[src/card16_timing_pkg.sv]
// Constants for the 16-bit card cycle timing generator
package card16_timing_pkg;
  // Phase lengths in bus clocks, timing-select 01
  localparam logic [4:0] SETUP_IO = 5'h03;
  localparam logic [4:0] SETUP_MEM_FAST = 5'h02;
  localparam logic [4:0] SETUP_MEM_SLOW = 5'h04;
  localparam logic [4:0] HOLD_IO = 5'h02;
  localparam logic [4:0] HOLD_MEM_FAST = 5'h02;
  localparam logic [4:0] HOLD_MEM_SLOW = 5'h03;
  localparam logic [4:0] ACT8_NOWAIT = 5'h13;
  localparam logic [4:0] ACT8_WAIT = 5'h17;
  localparam logic [4:0] ACT8_ZWS = 5'h07;
  localparam logic [4:0] ACT16_IO_NOWAIT = 5'h07;
  localparam logic [4:0] ACT16_IO_WAIT = 5'h0B;
  localparam logic [4:0] ACT16_MEM_WS0 = 5'h09;
  localparam logic [4:0] ACT16_MEM_WS1 = 5'h0D;
  localparam logic [4:0] ACT16_MEM_WS2 = 5'h11;
  localparam logic [4:0] ACT16_MEM_WS3 = 5'h17;
  localparam logic [4:0] ACT16_MEM_ZWS = 5'h05;
  localparam logic [1:0] TS_TABLE = 2'h1;
  // Avalon register offsets (word index = byte address / 4)
  localparam logic [3:0] REG_CTRL = 4'h0;
  localparam logic [3:0] REG_ADDR = 4'h1;
  localparam logic [3:0] REG_DATA = 4'h2;
  localparam logic [3:0] REG_STATUS = 4'h3;
  // Control register fields
  localparam int CTRL_START = 0;
  localparam int CTRL_MEM = 1;
  localparam int CTRL_WRITE = 2;
  localparam int CTRL_WIDE = 3;
  localparam int CTRL_ZWS = 4;
  localparam int CTRL_WS_LO = 5;
  localparam int CTRL_TS_LO = 7;
  localparam int CTRL_REG = 9;
  typedef enum logic [1:0] {PH_IDLE, PH_SETUP, PH_ACTIVE, PH_HOLD} phase_t;
endpackage
[src/card16_cycle_timing_generator.sv]
// Card cycle generator with Avalon-MM register access
`timescale 1ns/10ps
`default_nettype none
// Operation
// - Count every phase in bus clocks
// - Lengths from control-register wait-state settings
// - Match legacy timing, never shorter
// - Setup 3 I/O, memory 2 or 4
// - Hold 2 I/O, memory 2 or 3
// - 8-bit strobe 19, 23 or 7
// - 16-bit I/O strobe 7 or 11
// - 16-bit memory strobe 9/13/17/23/5
// - Card wait stretches active strobe
module card16_cycle_timing_generator (
  // Clock and reset
  input wire logic clock,
  input wire logic rst,
  // Avalon-MM slave
  input wire logic [3:0] avs_address,
  input wire logic avs_read,
  input wire logic avs_write,
  input wire logic [31:0] avs_writedata,
  output logic [31:0] avs_readdata,
  output logic avs_waitrequest,
  // Card side
  output logic [25:0] card_addr,
  output logic card_reg_n,
  output logic card_oe_n,
  output logic card_we_n,
  output logic card_iord_n,
  output logic card_iowr_n,
  output logic [15:0] card_data_out,
  output logic card_data_oe,
  input wire logic [15:0] card_data_in,
  input wire logic card_wait_n
);
  typedef struct packed {
    card16_timing_pkg::phase_t phase;
    logic [4:0] count;
    logic [9:0] ctrl;
    logic [25:0] addr;
    logic [15:0] wdata;
    logic [15:0] rdata;
    logic done;
    logic stretched;
    logic [31:0] readdata;
    logic ack;
    logic [1:0] wait_sync;
    logic [15:0] data_meta;
    logic [15:0] data_sync;
  } state_t;
  state_t state_reg;
  state_t state_next;
  logic [4:0] setup_len;
  logic [4:0] active_len;
  logic [4:0] hold_len;
  logic card_waiting;
  logic strobe;
  logic mem;
  logic wr;
  assign mem = state_reg.ctrl[card16_timing_pkg::CTRL_MEM];
  assign wr = state_reg.ctrl[card16_timing_pkg::CTRL_WRITE];
  assign card_waiting = !state_reg.wait_sync[1];

  card16_phase_table u_table (
    .is_mem(mem),
    .wide(state_reg.ctrl[card16_timing_pkg::CTRL_WIDE]),
    .zero_wait(state_reg.ctrl[card16_timing_pkg::CTRL_ZWS]),
    .wait_state_code(state_reg.ctrl[card16_timing_pkg::CTRL_WS_LO +: 2]),
    .setup_len(setup_len),
    .active_len(active_len),
    .hold_len(hold_len)
  );

  ////////////////////////////////////////////////////////////////
  always_comb begin
    state_next = state_reg;
    state_next.ack = 1'b0;
    // Wait pin is asynchronous to the bus clock
    state_next.wait_sync = {state_reg.wait_sync[0], card_wait_n};
    // Data pins too; strobe outlasts the two-flop delay
    state_next.data_meta = card_data_in;
    state_next.data_sync = state_reg.data_meta;
    if ((avs_read || avs_write) && !state_reg.ack) begin
      state_next.ack = 1'b1;
      if (avs_read) begin
        unique case (avs_address)
          card16_timing_pkg::REG_CTRL: state_next.readdata = {22'h0, state_reg.ctrl};
          card16_timing_pkg::REG_ADDR: state_next.readdata = {6'h0, state_reg.addr};
          card16_timing_pkg::REG_DATA: state_next.readdata = {16'h0, state_reg.rdata};
          card16_timing_pkg::REG_STATUS: state_next.readdata =
            {29'h0, state_reg.stretched, state_reg.done, state_reg.phase != card16_timing_pkg::PH_IDLE};
          default: state_next.readdata = 32'h0;
        endcase
      end else if (state_reg.phase == card16_timing_pkg::PH_IDLE) begin
        // Settings frozen while a cycle runs
        unique case (avs_address)
          card16_timing_pkg::REG_CTRL: state_next.ctrl = avs_writedata[9:0];
          card16_timing_pkg::REG_ADDR: state_next.addr = avs_writedata[25:0];
          card16_timing_pkg::REG_DATA: state_next.wdata = avs_writedata[15:0];
          default: ;
        endcase
        if (avs_address == card16_timing_pkg::REG_CTRL && avs_writedata[card16_timing_pkg::CTRL_START]) begin
          state_next.phase = card16_timing_pkg::PH_SETUP;
          state_next.count = 5'h01;
          state_next.done = 1'b0;
          state_next.stretched = 1'b0;
        end
      end
    end
    // Each phase counted in clocks
    unique case (state_reg.phase)
      card16_timing_pkg::PH_IDLE: ;
      card16_timing_pkg::PH_SETUP: begin
        if (state_reg.count >= setup_len) begin
          state_next.phase = card16_timing_pkg::PH_ACTIVE;
          state_next.count = 5'h01;
        end else begin
          state_next.count = state_reg.count + 5'h01;
        end
      end
      card16_timing_pkg::PH_ACTIVE: begin
        if (state_reg.count >= active_len && card_waiting) begin
          state_next.stretched = 1'b1;
        end else if (state_reg.count >= active_len) begin
          state_next.phase = card16_timing_pkg::PH_HOLD;
          state_next.count = 5'h01;
          state_next.rdata = state_reg.data_sync;
        end else begin
          state_next.count = state_reg.count + 5'h01;
        end
      end
      card16_timing_pkg::PH_HOLD: begin
        if (state_reg.count >= hold_len) begin
          state_next.phase = card16_timing_pkg::PH_IDLE;
          state_next.count = 5'h00;
          state_next.done = 1'b1;
        end else begin
          state_next.count = state_reg.count + 5'h01;
        end
      end
    endcase
  end

  always_ff @(posedge clock or posedge rst) begin
    if (rst) begin
      state_reg <= '{phase: card16_timing_pkg::PH_IDLE, ctrl: {1'b0, card16_timing_pkg::TS_TABLE, 7'h00},
                     wait_sync: 2'h3, default: '0};
    end else begin
      state_reg <= state_next;
    end
  end

  ////////////////////////////////////////////////////////////////
  // Strobe only in the active phase
  assign strobe = state_reg.phase == card16_timing_pkg::PH_ACTIVE;
  assign avs_waitrequest = (avs_read || avs_write) && !state_reg.ack;
  assign avs_readdata = state_reg.readdata;
  assign card_addr = state_reg.addr;
  assign card_reg_n = !state_reg.ctrl[card16_timing_pkg::CTRL_REG];
  assign card_oe_n = !(strobe && mem && !wr);
  assign card_we_n = !(strobe && mem && wr);
  assign card_iord_n = !(strobe && !mem && !wr);
  assign card_iowr_n = !(strobe && !mem && wr);
  assign card_data_out = state_reg.wdata;
  assign card_data_oe = wr && state_reg.phase != card16_timing_pkg::PH_IDLE;
endmodule
`default_nettype wire

[src/card16_phase_table.sv]
// Phase length lookup from wait-state settings
`timescale 1ns/10ps
`default_nettype none
module card16_phase_table (
  // Cycle kind
  input wire logic is_mem,
  input wire logic wide,
  input wire logic zero_wait,
  input wire logic [1:0] wait_state_code,
  // Phase lengths
  output logic [4:0] setup_len,
  output logic [4:0] active_len,
  output logic [4:0] hold_len
);
  logic memory_wait_bit_one;
  assign memory_wait_bit_one = wait_state_code[1];
  always_comb begin
    // Never shorter than legacy timing
    if (!is_mem) begin
      setup_len = card16_timing_pkg::SETUP_IO;
      hold_len = card16_timing_pkg::HOLD_IO;
    end else if (memory_wait_bit_one) begin
      setup_len = card16_timing_pkg::SETUP_MEM_SLOW;
      hold_len = card16_timing_pkg::HOLD_MEM_SLOW;
    end else begin
      setup_len = card16_timing_pkg::SETUP_MEM_FAST;
      hold_len = card16_timing_pkg::HOLD_MEM_FAST;
    end
    if (!wide) begin
      // I/O uses only bit zero of the code
      if ((is_mem && wait_state_code != 2'h0) || (!is_mem && wait_state_code[0])) begin
        active_len = card16_timing_pkg::ACT8_WAIT;
      end else if (zero_wait) begin
        active_len = card16_timing_pkg::ACT8_ZWS;
      end else begin
        active_len = card16_timing_pkg::ACT8_NOWAIT;
      end
    end else if (!is_mem) begin
      // Zero-wait has no effect here
      active_len = wait_state_code[0] ? card16_timing_pkg::ACT16_IO_WAIT
                                      : card16_timing_pkg::ACT16_IO_NOWAIT;
    end else begin
      unique case (wait_state_code)
        2'h0: active_len = zero_wait ? card16_timing_pkg::ACT16_MEM_ZWS
                                     : card16_timing_pkg::ACT16_MEM_WS0;
        2'h1: active_len = card16_timing_pkg::ACT16_MEM_WS1;
        2'h2: active_len = card16_timing_pkg::ACT16_MEM_WS2;
        2'h3: active_len = card16_timing_pkg::ACT16_MEM_WS3;
      endcase
    end
  end
endmodule
`default_nettype wire

[config.mk]
export PLATFORM = sky130hd
export DESIGN_NAME = card16_cycle_timing_generator
export DESIGN_NICKNAME = d
export VERILOG_FILES = /design/src/card16_timing_pkg.sv /design/src/card16_cycle_timing_generator.sv /design/src/card16_phase_table.sv
export SDC_FILE = /design/constraint.sdc
export NUM_CORES = 1
export LEC_CHECK = 0
export ABC_AREA = 1
export BUFFER_PORTS_ARGS = -buffer_cell sky130_fd_sc_hd__buf_2
export CAP_MARGIN = 0
export CORE_ASPECT_RATIO = 0.7
export CORE_MARGIN = 3
export CORE_UTILIZATION = 30
export CTS_CLUSTER_SIZE = 25
export DETAILED_ROUTE_END_ITERATION = 8
export PLACE_DENSITY = 0.61
export SLEW_MARGIN = 20
export SYNTH_ARGS = -nofsm -noshare
export SYNTH_HDL_FRONTEND = slang
export SYNTH_SLANG_ARGS = --single-unit
[constraint.sdc]
create_clock -name clock -period 8.6 [get_ports clock]
set_clock_uncertainty 0.1 [all_clocks]
set_input_delay 0.43 -clock clock [delete_from_list [all_inputs] [get_ports clock]]
set_output_delay 0.43 -clock clock [all_outputs]
set_load 0.1 [all_outputs]
### Yosys cells after proc, flatten, opt, wreduce, memory -nomap -nowiden

Index checks and enable logic that the tools add are counted.

* add/sub/neg operators: 1
* order comparisons: 3
* equal/unequal tests: 9
* muxes and demuxes: 36
* bitwise gates (word level): 2
* reduce and logical (&&, ||, !) cells: 33

Operator list (count)
* 59-bit two-way mux: 3
* 26-bit case mux with 4 select lines: 1
* 5-bit two-way mux: 9
* 35-bit two-way mux: 1
* 32-bit two-way mux: 1
* 26-bit two-way mux: 1
* 7-bit case mux with 3 select lines: 1
* 5-bit case mux with 4 select lines: 1
* 16-bit two-way mux: 1
* 5-bit >= comparator: 3
* 7-bit two-way mux: 2
* 1-bit logical AND: 12
* 2-bit two-way mux: 6
* 4-bit AND reduction: 3
* 10-bit two-way mux: 1
* 1-bit logical NOT: 9
* 2-bit equality test, second input constant: 4
* 4-bit by 2-bit equality test with 1-bit output, second input constant: 2
* 4-bit two-way mux: 2
* 5-bit by 1-bit adder with 5-bit output, second input constant: 1
* 1-bit two-way mux: 5
* 2-bit by 1-bit equality test with 1-bit output, second input constant: 2
* 4-bit by 1-bit equality test with 1-bit output, second input constant: 1
* 2-bit logical NOT: 2
* other kinds (7): 10

* register bits after elaboration: 144
* input bits: 57
* output and inout port bits: 81

### Depth between registers and ports, before layout

Gate-level depths: netlist of run 1.

* word-level depth: 9
* mapped depth: 13
* depth with buffers taken out: 13

### Cells and area by module

Synthesis of run 1 repeated with hierarchy kept, for this count alone.

* cell total of the unflattened synthesis: 716
* area, all modules: 6498.7 um^2

By module, submodules not included
* card16_cycle_timing_generator: instances 1, cells each 687, area each 6337.3 um^2
* card16_phase_table: instances 1, cells each 29, area each 161.4 um^2

### Least setup slack after synthesis of run 1

No wires, ideal clock.

* path kind: flip-flop to output port
* from: register state_reg[142] (netlist bit)
* to: output port card_data_oe
* arrival time: 1779 ps
* required time: 8070 ps
* slack: 6291 ps
* stages on the path, launching flop included: 3
* cells stage by stage: dfrtp_1 -> nor2_4 -> nor2_1

* cells in the longest elaborated chain, start to end: 2

Ends and longest elaborated chain
* from (decl): RTL line card16_cycle_timing_generator.sv:52 `state_t state_reg;`
* from (signal assigned): RTL line card16_cycle_timing_generator.sv:147 `state_reg <= '{phase: card16_timing_pkg::PH_IDLE, ctrl: {1'b0, card16_timing_pkg::TS_TABLE, 7'h00},`
* from (signal assigned): RTL line card16_cycle_timing_generator.sv:150 `state_reg <= state_next;`
* 2-bit nonzero test: RTL line card16_cycle_timing_generator.sv:166 `assign card_data_oe = wr && state_reg.phase != card16_timing_pkg::PH_IDLE;`
* 1-bit logical AND: RTL line card16_cycle_timing_generator.sv:166
* to (decl): RTL line card16_cycle_timing_generator.sv:33 `output logic card_data_oe,`

Every way passes these cells.

### Final worst setup path of run 1

* from: register state_reg, in the netlist mem
* to: register state_reg[84] (netlist bit)

* cells in the longest elaborated chain, start to end: 9
* elaborated cells between the ends (all ways): 11
* classes of those cells: order compare: 1; mux: 3; bitwise: 1; reduce/logical: 6

Ends and longest elaborated chain
* 1-bit logical NOT: RTL line card16_phase_table.sv:31 `if ((is_mem && wait_state_code != 2'h0) || (!is_mem && wait_state_code[0])) begin`
* 1-bit logical AND: RTL line card16_phase_table.sv:31
* 1-bit logical OR: RTL line card16_phase_table.sv:31
* 5-bit two-way mux: RTL line card16_phase_table.sv:31
* 5-bit two-way mux *: RTL line card16_phase_table.sv:29 `if (!wide) begin`
* 5-bit >= comparator *: RTL line card16_cycle_timing_generator.sv:123, card16_cycle_timing_generator.sv:125
* 1-bit logical AND: RTL line card16_cycle_timing_generator.sv:123 `if (state_reg.count >= active_len && card_waiting) begin`
* 1-bit inverter (no line)
* 3-bit AND reduction (no line) *

Every way passes the cells marked *; elsewhere a longest branch is shown, timed or not.
A chain may end at the register's enable or synchronous reset.

==> flow_metrics.tcl, run 1 <==
set metrics [dict create \
    detail_route.wl_per_cell_um 14.5 \
    drt_wl_total_um 15200 \
    cp_max_fo 33 \
    synth_top_family_by_area "simple AND/OR/NAND/NOR gates" \
    fin_nets 831 \
    area_delta_synth_final_pct 17.8 \
    initial_core_util_pct 30.9 \
    slowest_stage "nand3_2" \
    largest_reg_flops 52 \
    tightestPinTransition_ns 1.03 \
    yosys.area_share.simple_pct 18.5 \
    ys_seq_area_share_pct 55.7 \
    synth_edf_count 0 \
    die-area_sq_um 22500 \
    avgSynthCellArea_sq_um 8.96 \
    grt_remaining_overflow 0 \
    maxSlewViolCount 0 \
    yosys_register_bits 138 \
    grt_usage_pct 13.9 \
    r2r_cells 12 \
    seqCellArea_sq_um 3460 \
    cts_tree "done" \
    hold_ws_ns -0.00663 \
    synthFlopType "dfrtp_1" \
    io_buffers 125 \
    fp.dieH_um 126 \
    yosysWarnings 0 \
    clock_tree.root_cell "clkbuf_16" \
    synthAdderAreaFrac_pct 1.81 \
    synth_xor_area_share_pct 0.141 \
    synth_compound_area_share_pct 8.58 \
    fin_crit_ns 2.71 \
    slew_headroom_pct 31.1 \
    cts_max_level 4 \
    syn_area_sq_um 6210 \
    path_cells "clkinv_1 > o21ai_0 > o21ai_0 > a21oi_1 > ha_1 > nor2_1 > nor2_1 > nand2_1 > nand2_1 > nand3_2 > nand2_1 > o21ai_0" \
    async_flop_share_pct 100 \
    drtIter0Drc 388 \
    n_antenna_cell 0 \
    status "finished, violations left" \
    violations "negative hold slack" \
    p_leak_nw 3.91 \
    drive_above_1_share_pct 23.3 \
    dp_hpwl_um 10600 \
    worst-setup-path-type "flop to flop" \
    num_rows 43 \
    max_stage_delay_ns 0.47 \
    synth_top_area_share_pct 54.4 \
    synth.largest_area_cell "dfrtp_1" \
    synth_cell_types 28 \
    io_pins 138 \
    first_global_vias 4278 \
    cts_buffer_depth 2 \
    die_w_um 178 \
    utilization_pct 36.4 \
    hp-class "primary input to asynchronous set/reset pin" \
    cts_buffers 17 \
    cap_viol_max_count 0 \
    fillers 2062 \
    final_cell_mix "203 x nand2_1, 135 x dfrtp_1, 125 x buf_2" \
    critPathCaptureType "flop" \
    crit-reg2reg-launch "mem$_DFFE_PP0P_" \
    fin_crit_sh_pct 31.5 \
    r2r_end "state_reg[84]$_DFFE_PP0P_" \
    ant_nets 0 \
    max_clock_freq_mhz 369 \
    cts.sink_count 138 \
    hold_viol_final 3 \
    clock_latency_ns 0.41 \
    routabilityCongestion 0.863 \
    start_kind "flop" \
    crit_required_ns 8.77 \
    drc 0 \
    power_density_nw_per_um2 333 \
    rsz0062_at_grt "false" \
    ys_top_cells_by_area "dfrtp_1 54%, nand2_1 12%, buf_4 9.3%" \
    ctsResizeCount 0 \
    mostFrequentLayoutCell "nand2_1" \
    drt-pass1-iter-count 4 \
    synthMuxAreaShare_pct 0 \
    num_vias 4503 \
    setup_tns_ns 0 \
    rrSetupSlack_ns 5.89 \
    vdd_drop_max_mv 0.104 \
    grt_pass1_wl_um 23900 \
    grt_antenna_before_repair 1 \
    core_sq_um 20100 \
    multiInputGateArea_sq_um 1830 \
    syn_inst 693 \
    worstPathArrival_ns 2.88 \
    path_clk_slew_ns 0.06 \
    final-setup-viol-count 0 \
    grt_max_degree 71 \
    via_per_inst 4.30 \
]
repair_timing:
item                                   4_1_cts  5_1_grt
endpoints found under the hold margin       12        0
setup endpoints to repair                    0        0
hold buffers                                12        0
buffers inserted                             0        0
synthesized netlist by cell type (4+ instances only):
master,n
nand2_1,203
o211ai_1,5
dfrtp_1,135
nand2_2,4
o21ai_0,32
nor2_1,25
nor2_4,5
buf_2,15
inv_1,72
inv_2,5
a21oi_1,15
ha_1,9
nand3_1,27
buf_4,77
o21ai_1,46
layer usage:
layer	wire length (um)	GRT usage, %	vias up	part of all wire [%]
li1	-	-	2245	-
met1	7920	21.1	2123	52
met2	6060	18.8	113	40
met3	1030	4.04	20	6.7
met4	187	4.75	2	1.2
met5	13	0	-	0.085
per-stage QoR:
step | total power [mW] | hold slack, ns | cell area [sq um] | instances | setup slack (ns)
global route | 2.57 | 0.00611 | 7310 | 1048 | 5.59
floorplan | 1.57 | 0.231 | 6230 | 698 | 4.38
CTS | 2.46 | 0.00106 | 7310 | 1048 | 5.85
finish | 2.44 | -0.00663 | 7310 | 1048 | 5.89
detailed placement | 1.66 | 0.235 | 6570 | 1004 | 5.88
global placement | 1.65 | 0.235 | 6570 | 1004 | 5.95
power breakdown:
part / switching, mW / internal [mW] / leakage, nW
logic: 0.636 / 0.167 / 1.89
clock network: 0.283 / 0.501 / 0.303
registers: 0.0866 / 0.763 / 1.72
area by class of cell:
class,count,area share [%]
Sequential cell,138,47.3
Multi-Input combinational cell,390,25.0
Clock inverter,11,2.29
Inverter,78,4.07
Timing Repair Buffer,140,10.5
Tap cell,270,4.62
Clock buffer,21,6.29
worst max-delay path by stage:
stage,from,to,depth (start not counted)
3_3_place_gp,mem$_DFFE_PP0P_,state_reg[82]$_DFFE_PP0P_,11
3_5_place_dp,mem$_DFFE_PP0P_,state_reg[71]$_DFFE_PP0P_,11
2_1_floorplan,rst,avs_readdata[0]$_DFFE_PP0P_,1
4_1_cts,mem$_DFFE_PP0P_,state_reg[71]$_DFFE_PP0P_,11
5_1_grt,mem$_DFFE_PP0P_,state_reg[71]$_DFFE_PP0P_,11
6_report,mem$_DFFE_PP0P_,state_reg[84]$_DFFE_PP0P_,12
worst max-delay path, delay by kind of cell, from the launching register on:
kind / cells / cell delay [ns]
buf+inv: 1 / 0.24
compound gates: 4 / 0.55
fa+ha+maj: 1 / 0.19
flops: 1 / 0.41
simple gates: 6 / 1.07
cells by family (layout without fill, tap and decap cells):
logic type / Yosys count / after routing
simple gates: 272 / 272
compound gates: 102 / 102
fa+ha+maj: 9 / 9
other cells: 1 / 6
xor+xnor: 1 / 1
flops: 138 / 138
buf+inv: 170 / 250
No activity file was read; power rests on OpenSTA's default activity.
==> inputs of run 2 (changes only) <==
clock period = 2.7 ns   (was 8.6 ns; I/O delays follow)
==> run 2 against run 1 <==
  * The flow now finishes without violations
  * Final area rose by 6.9%
  * First-iteration DRC count is 26% lower
  * Non-clock buffer count rose by 39
  * Die area did not move
  * Core utilization increased by 2.5 points
  * Hold slack better by 0.15 ns
  * Final cell count rose by 3.7%
  * Largest cell class unchanged
==> flow_metrics.tcl, run 2 (synthesis results as in run 1) <==
set metrics [dict create \
    power_density_nw_per_um2 1040 \
    cp_max_fo 4 \
    drt_wl_total_um 15000 \
    post-cts-setup-buffers 0 \
    cts_hold_buf 46 \
    utilization_pct 39.0 \
    cts_max_level 4 \
    dp.cells 1009 \
    ant_nets 0 \
    cts.sink_count 138 \
    rsz0062_at_grt "false" \
    cts_buffers 17 \
    max_stage_delay_ns 0.41 \
    routabilityCongestion 0.835 \
    clock_tree.root_cell "clkbuf_16" \
    p_leak_nw 4.13 \
    worstPathArrival_ns 2.48 \
    largest_reg_flops 52 \
    swShare_pct 39.3 \
    io_pins 138 \
    path_common_cell "nand2_1" \
    grt_pass1_wl_um 23400 \
    seqPwrFrac_pct 33.2 \
    r2r_end "state_reg[141]$_DFF_PP0_" \
    area_delta_synth_final_pct 25.9 \
    max_clock_freq_mhz 437 \
    pre_cts_ws_ns 0.453 \
    fin_crit_ns 2.29 \
    drt-pass1-iter-count 4 \
    first_global_vias 4298 \
    cap_viol_max_count 0 \
    dpl_cell_area_sq_um 6640 \
    final_cell_count_no_fill 1087 \
    cts_buffer_depth 2 \
    worst-setup-path-type "flop to flop" \
    die_w_um 178 \
    slew_headroom_pct 52.5 \
    power_mw 8.15 \
    via_per_inst 4.16 \
    crit-reg2reg-launch "mem$_DFFE_PP0P_" \
    drive_above_1_share_pct 22.9 \
    grt_usage_pct 13.6 \
    internal_power_mw 4.94 \
    drc 0 \
    io_buffers 125 \
    num_rows 43 \
    path_cells "clkinv_1 > o21ai_0 > o21ai_0 > a21oi_1 > ha_1 > nor2_1 > nor2_1 > nand2_1 > nand2_1 > nand3_1 > nand2_1 > nand3_1 > nand2_1" \
    fin_crit_sh_pct 84.7 \
    fp.dieH_um 126 \
    fin_ws_ns 0.414 \
    tightestPinTransition_ns 0.710 \
    r2r_cells 13 \
    hp-class "primary input to flop" \
    final_cell_mix "203 x nand2_1, 135 x dfrtp_1, 125 x buf_2" \
    whs_path_depth 6 \
    hold_ws_ns 0.147 \
    hold_start "avs_address[2]" \
    die-area_sq_um 22500 \
    critPathCaptureType "flop" \
    dp_hpwl_um 10500 \
    core_sq_um 20100 \
    status "finished, final reports clean" \
    hold_viol_final 0 \
    cts_tree "done" \
    crit_required_ns 2.89 \
    num_vias 4517 \
    comb_power_share_pct 32.2 \
    fin_nets 870 \
    whs_endpoint "avs_readdata[25]$_DFFE_PP0P_" \
    clock_latency_ns 0.41 \
    detail_route.wl_per_cell_um 13.8 \
    maxSlewViolCount 0 \
    initial_core_util_pct 30.9 \
    clkPwrFrac_pct 34.6 \
    switchingPower_mw 3.20 \
    n_antenna_cell 0 \
    slowest_stage "dfrtp_1" \
    final-setup-viol-count 0 \
    rrSetupSlack_ns 0.41 \
    fin_area_sq_um 7820 \
    vdd_drop_max_mv 0.368 \
    grt_remaining_overflow 0 \
    drtIter0Drc 289 \
    start_kind "flop" \
    grt_max_degree 72 \
    grt_antenna_before_repair 0 \
    ctsResizeCount 0 \
    path_clk_slew_ns 0.06 \
    setup_tns_ns 0 \
    mostFrequentLayoutCell "nand2_1" \
]
==> run 2: critical path: cells and delay by family, from the launching register on <==
family | cells | cell delay (ns)
buffers and inverters | 1 | 0.13
adders and majority gates | 1 | 0.26
and+or+nand+nor | 8 | 0.82
DFF | 1 | 0.41
AOI/OAI and AO/OA | 3 | 0.46
==> run 2: cell type report <==
type	instances	area (sq um)
tap	270	338
clock inverter	10	234
clock buffer	22	484
multi-input combinational	390	1830
timing repair buffer	179	1180
inverter	78	297
fill	2022	12200
sequential	138	3460
==> run 2: per-layer routing <==
metal,vias to the layer above,track usage (%),part of all wire (%)
li1,2324,-,-
met1,2080,20.1,53
met4,0,4.57,0.90
met5,-,0,0
met2,104,18.6,40
met3,9,4.43,6.2
==> run 2: how the worst max path moves through the flow <==
stage / startpoint / to / slack (ns) / cells past startpoint
finish: mem$_DFFE_PP0P_ / state_reg[141]$_DFF_PP0_ / 0.41 / 13
global route: mem$_DFFE_PP0P_ / state_reg[79]$_DFFE_PP0P_ / 0.13 / 14
CTS: mem$_DFFE_PP0P_ / state_reg[84]$_DFFE_PP0P_ / 0.43 / 13
detailed placement: mem$_DFFE_PP0P_ / state_reg[79]$_DFFE_PP0P_ / 0.45 / 12
global placement: mem$_DFFE_PP0P_ / state_reg[80]$_DFFE_PP0P_ / 0.53 / 14
floorplan: state_reg[142]$_DFF_PP0_ / card_data_oe / 0.69 / 2
==> run 2: power by group through the flow <==
stage	Combinational, mW	Sequential (mW)	Clock, mW
5_1_grt	2.83	2.75	2.97
2_1_floorplan	2.33	2.65	0
4_1_cts	2.64	2.70	2.88
6_report	2.62	2.71	2.82
3_3_place_gp	2.54	2.74	0
3_5_place_dp	2.58	2.74	0
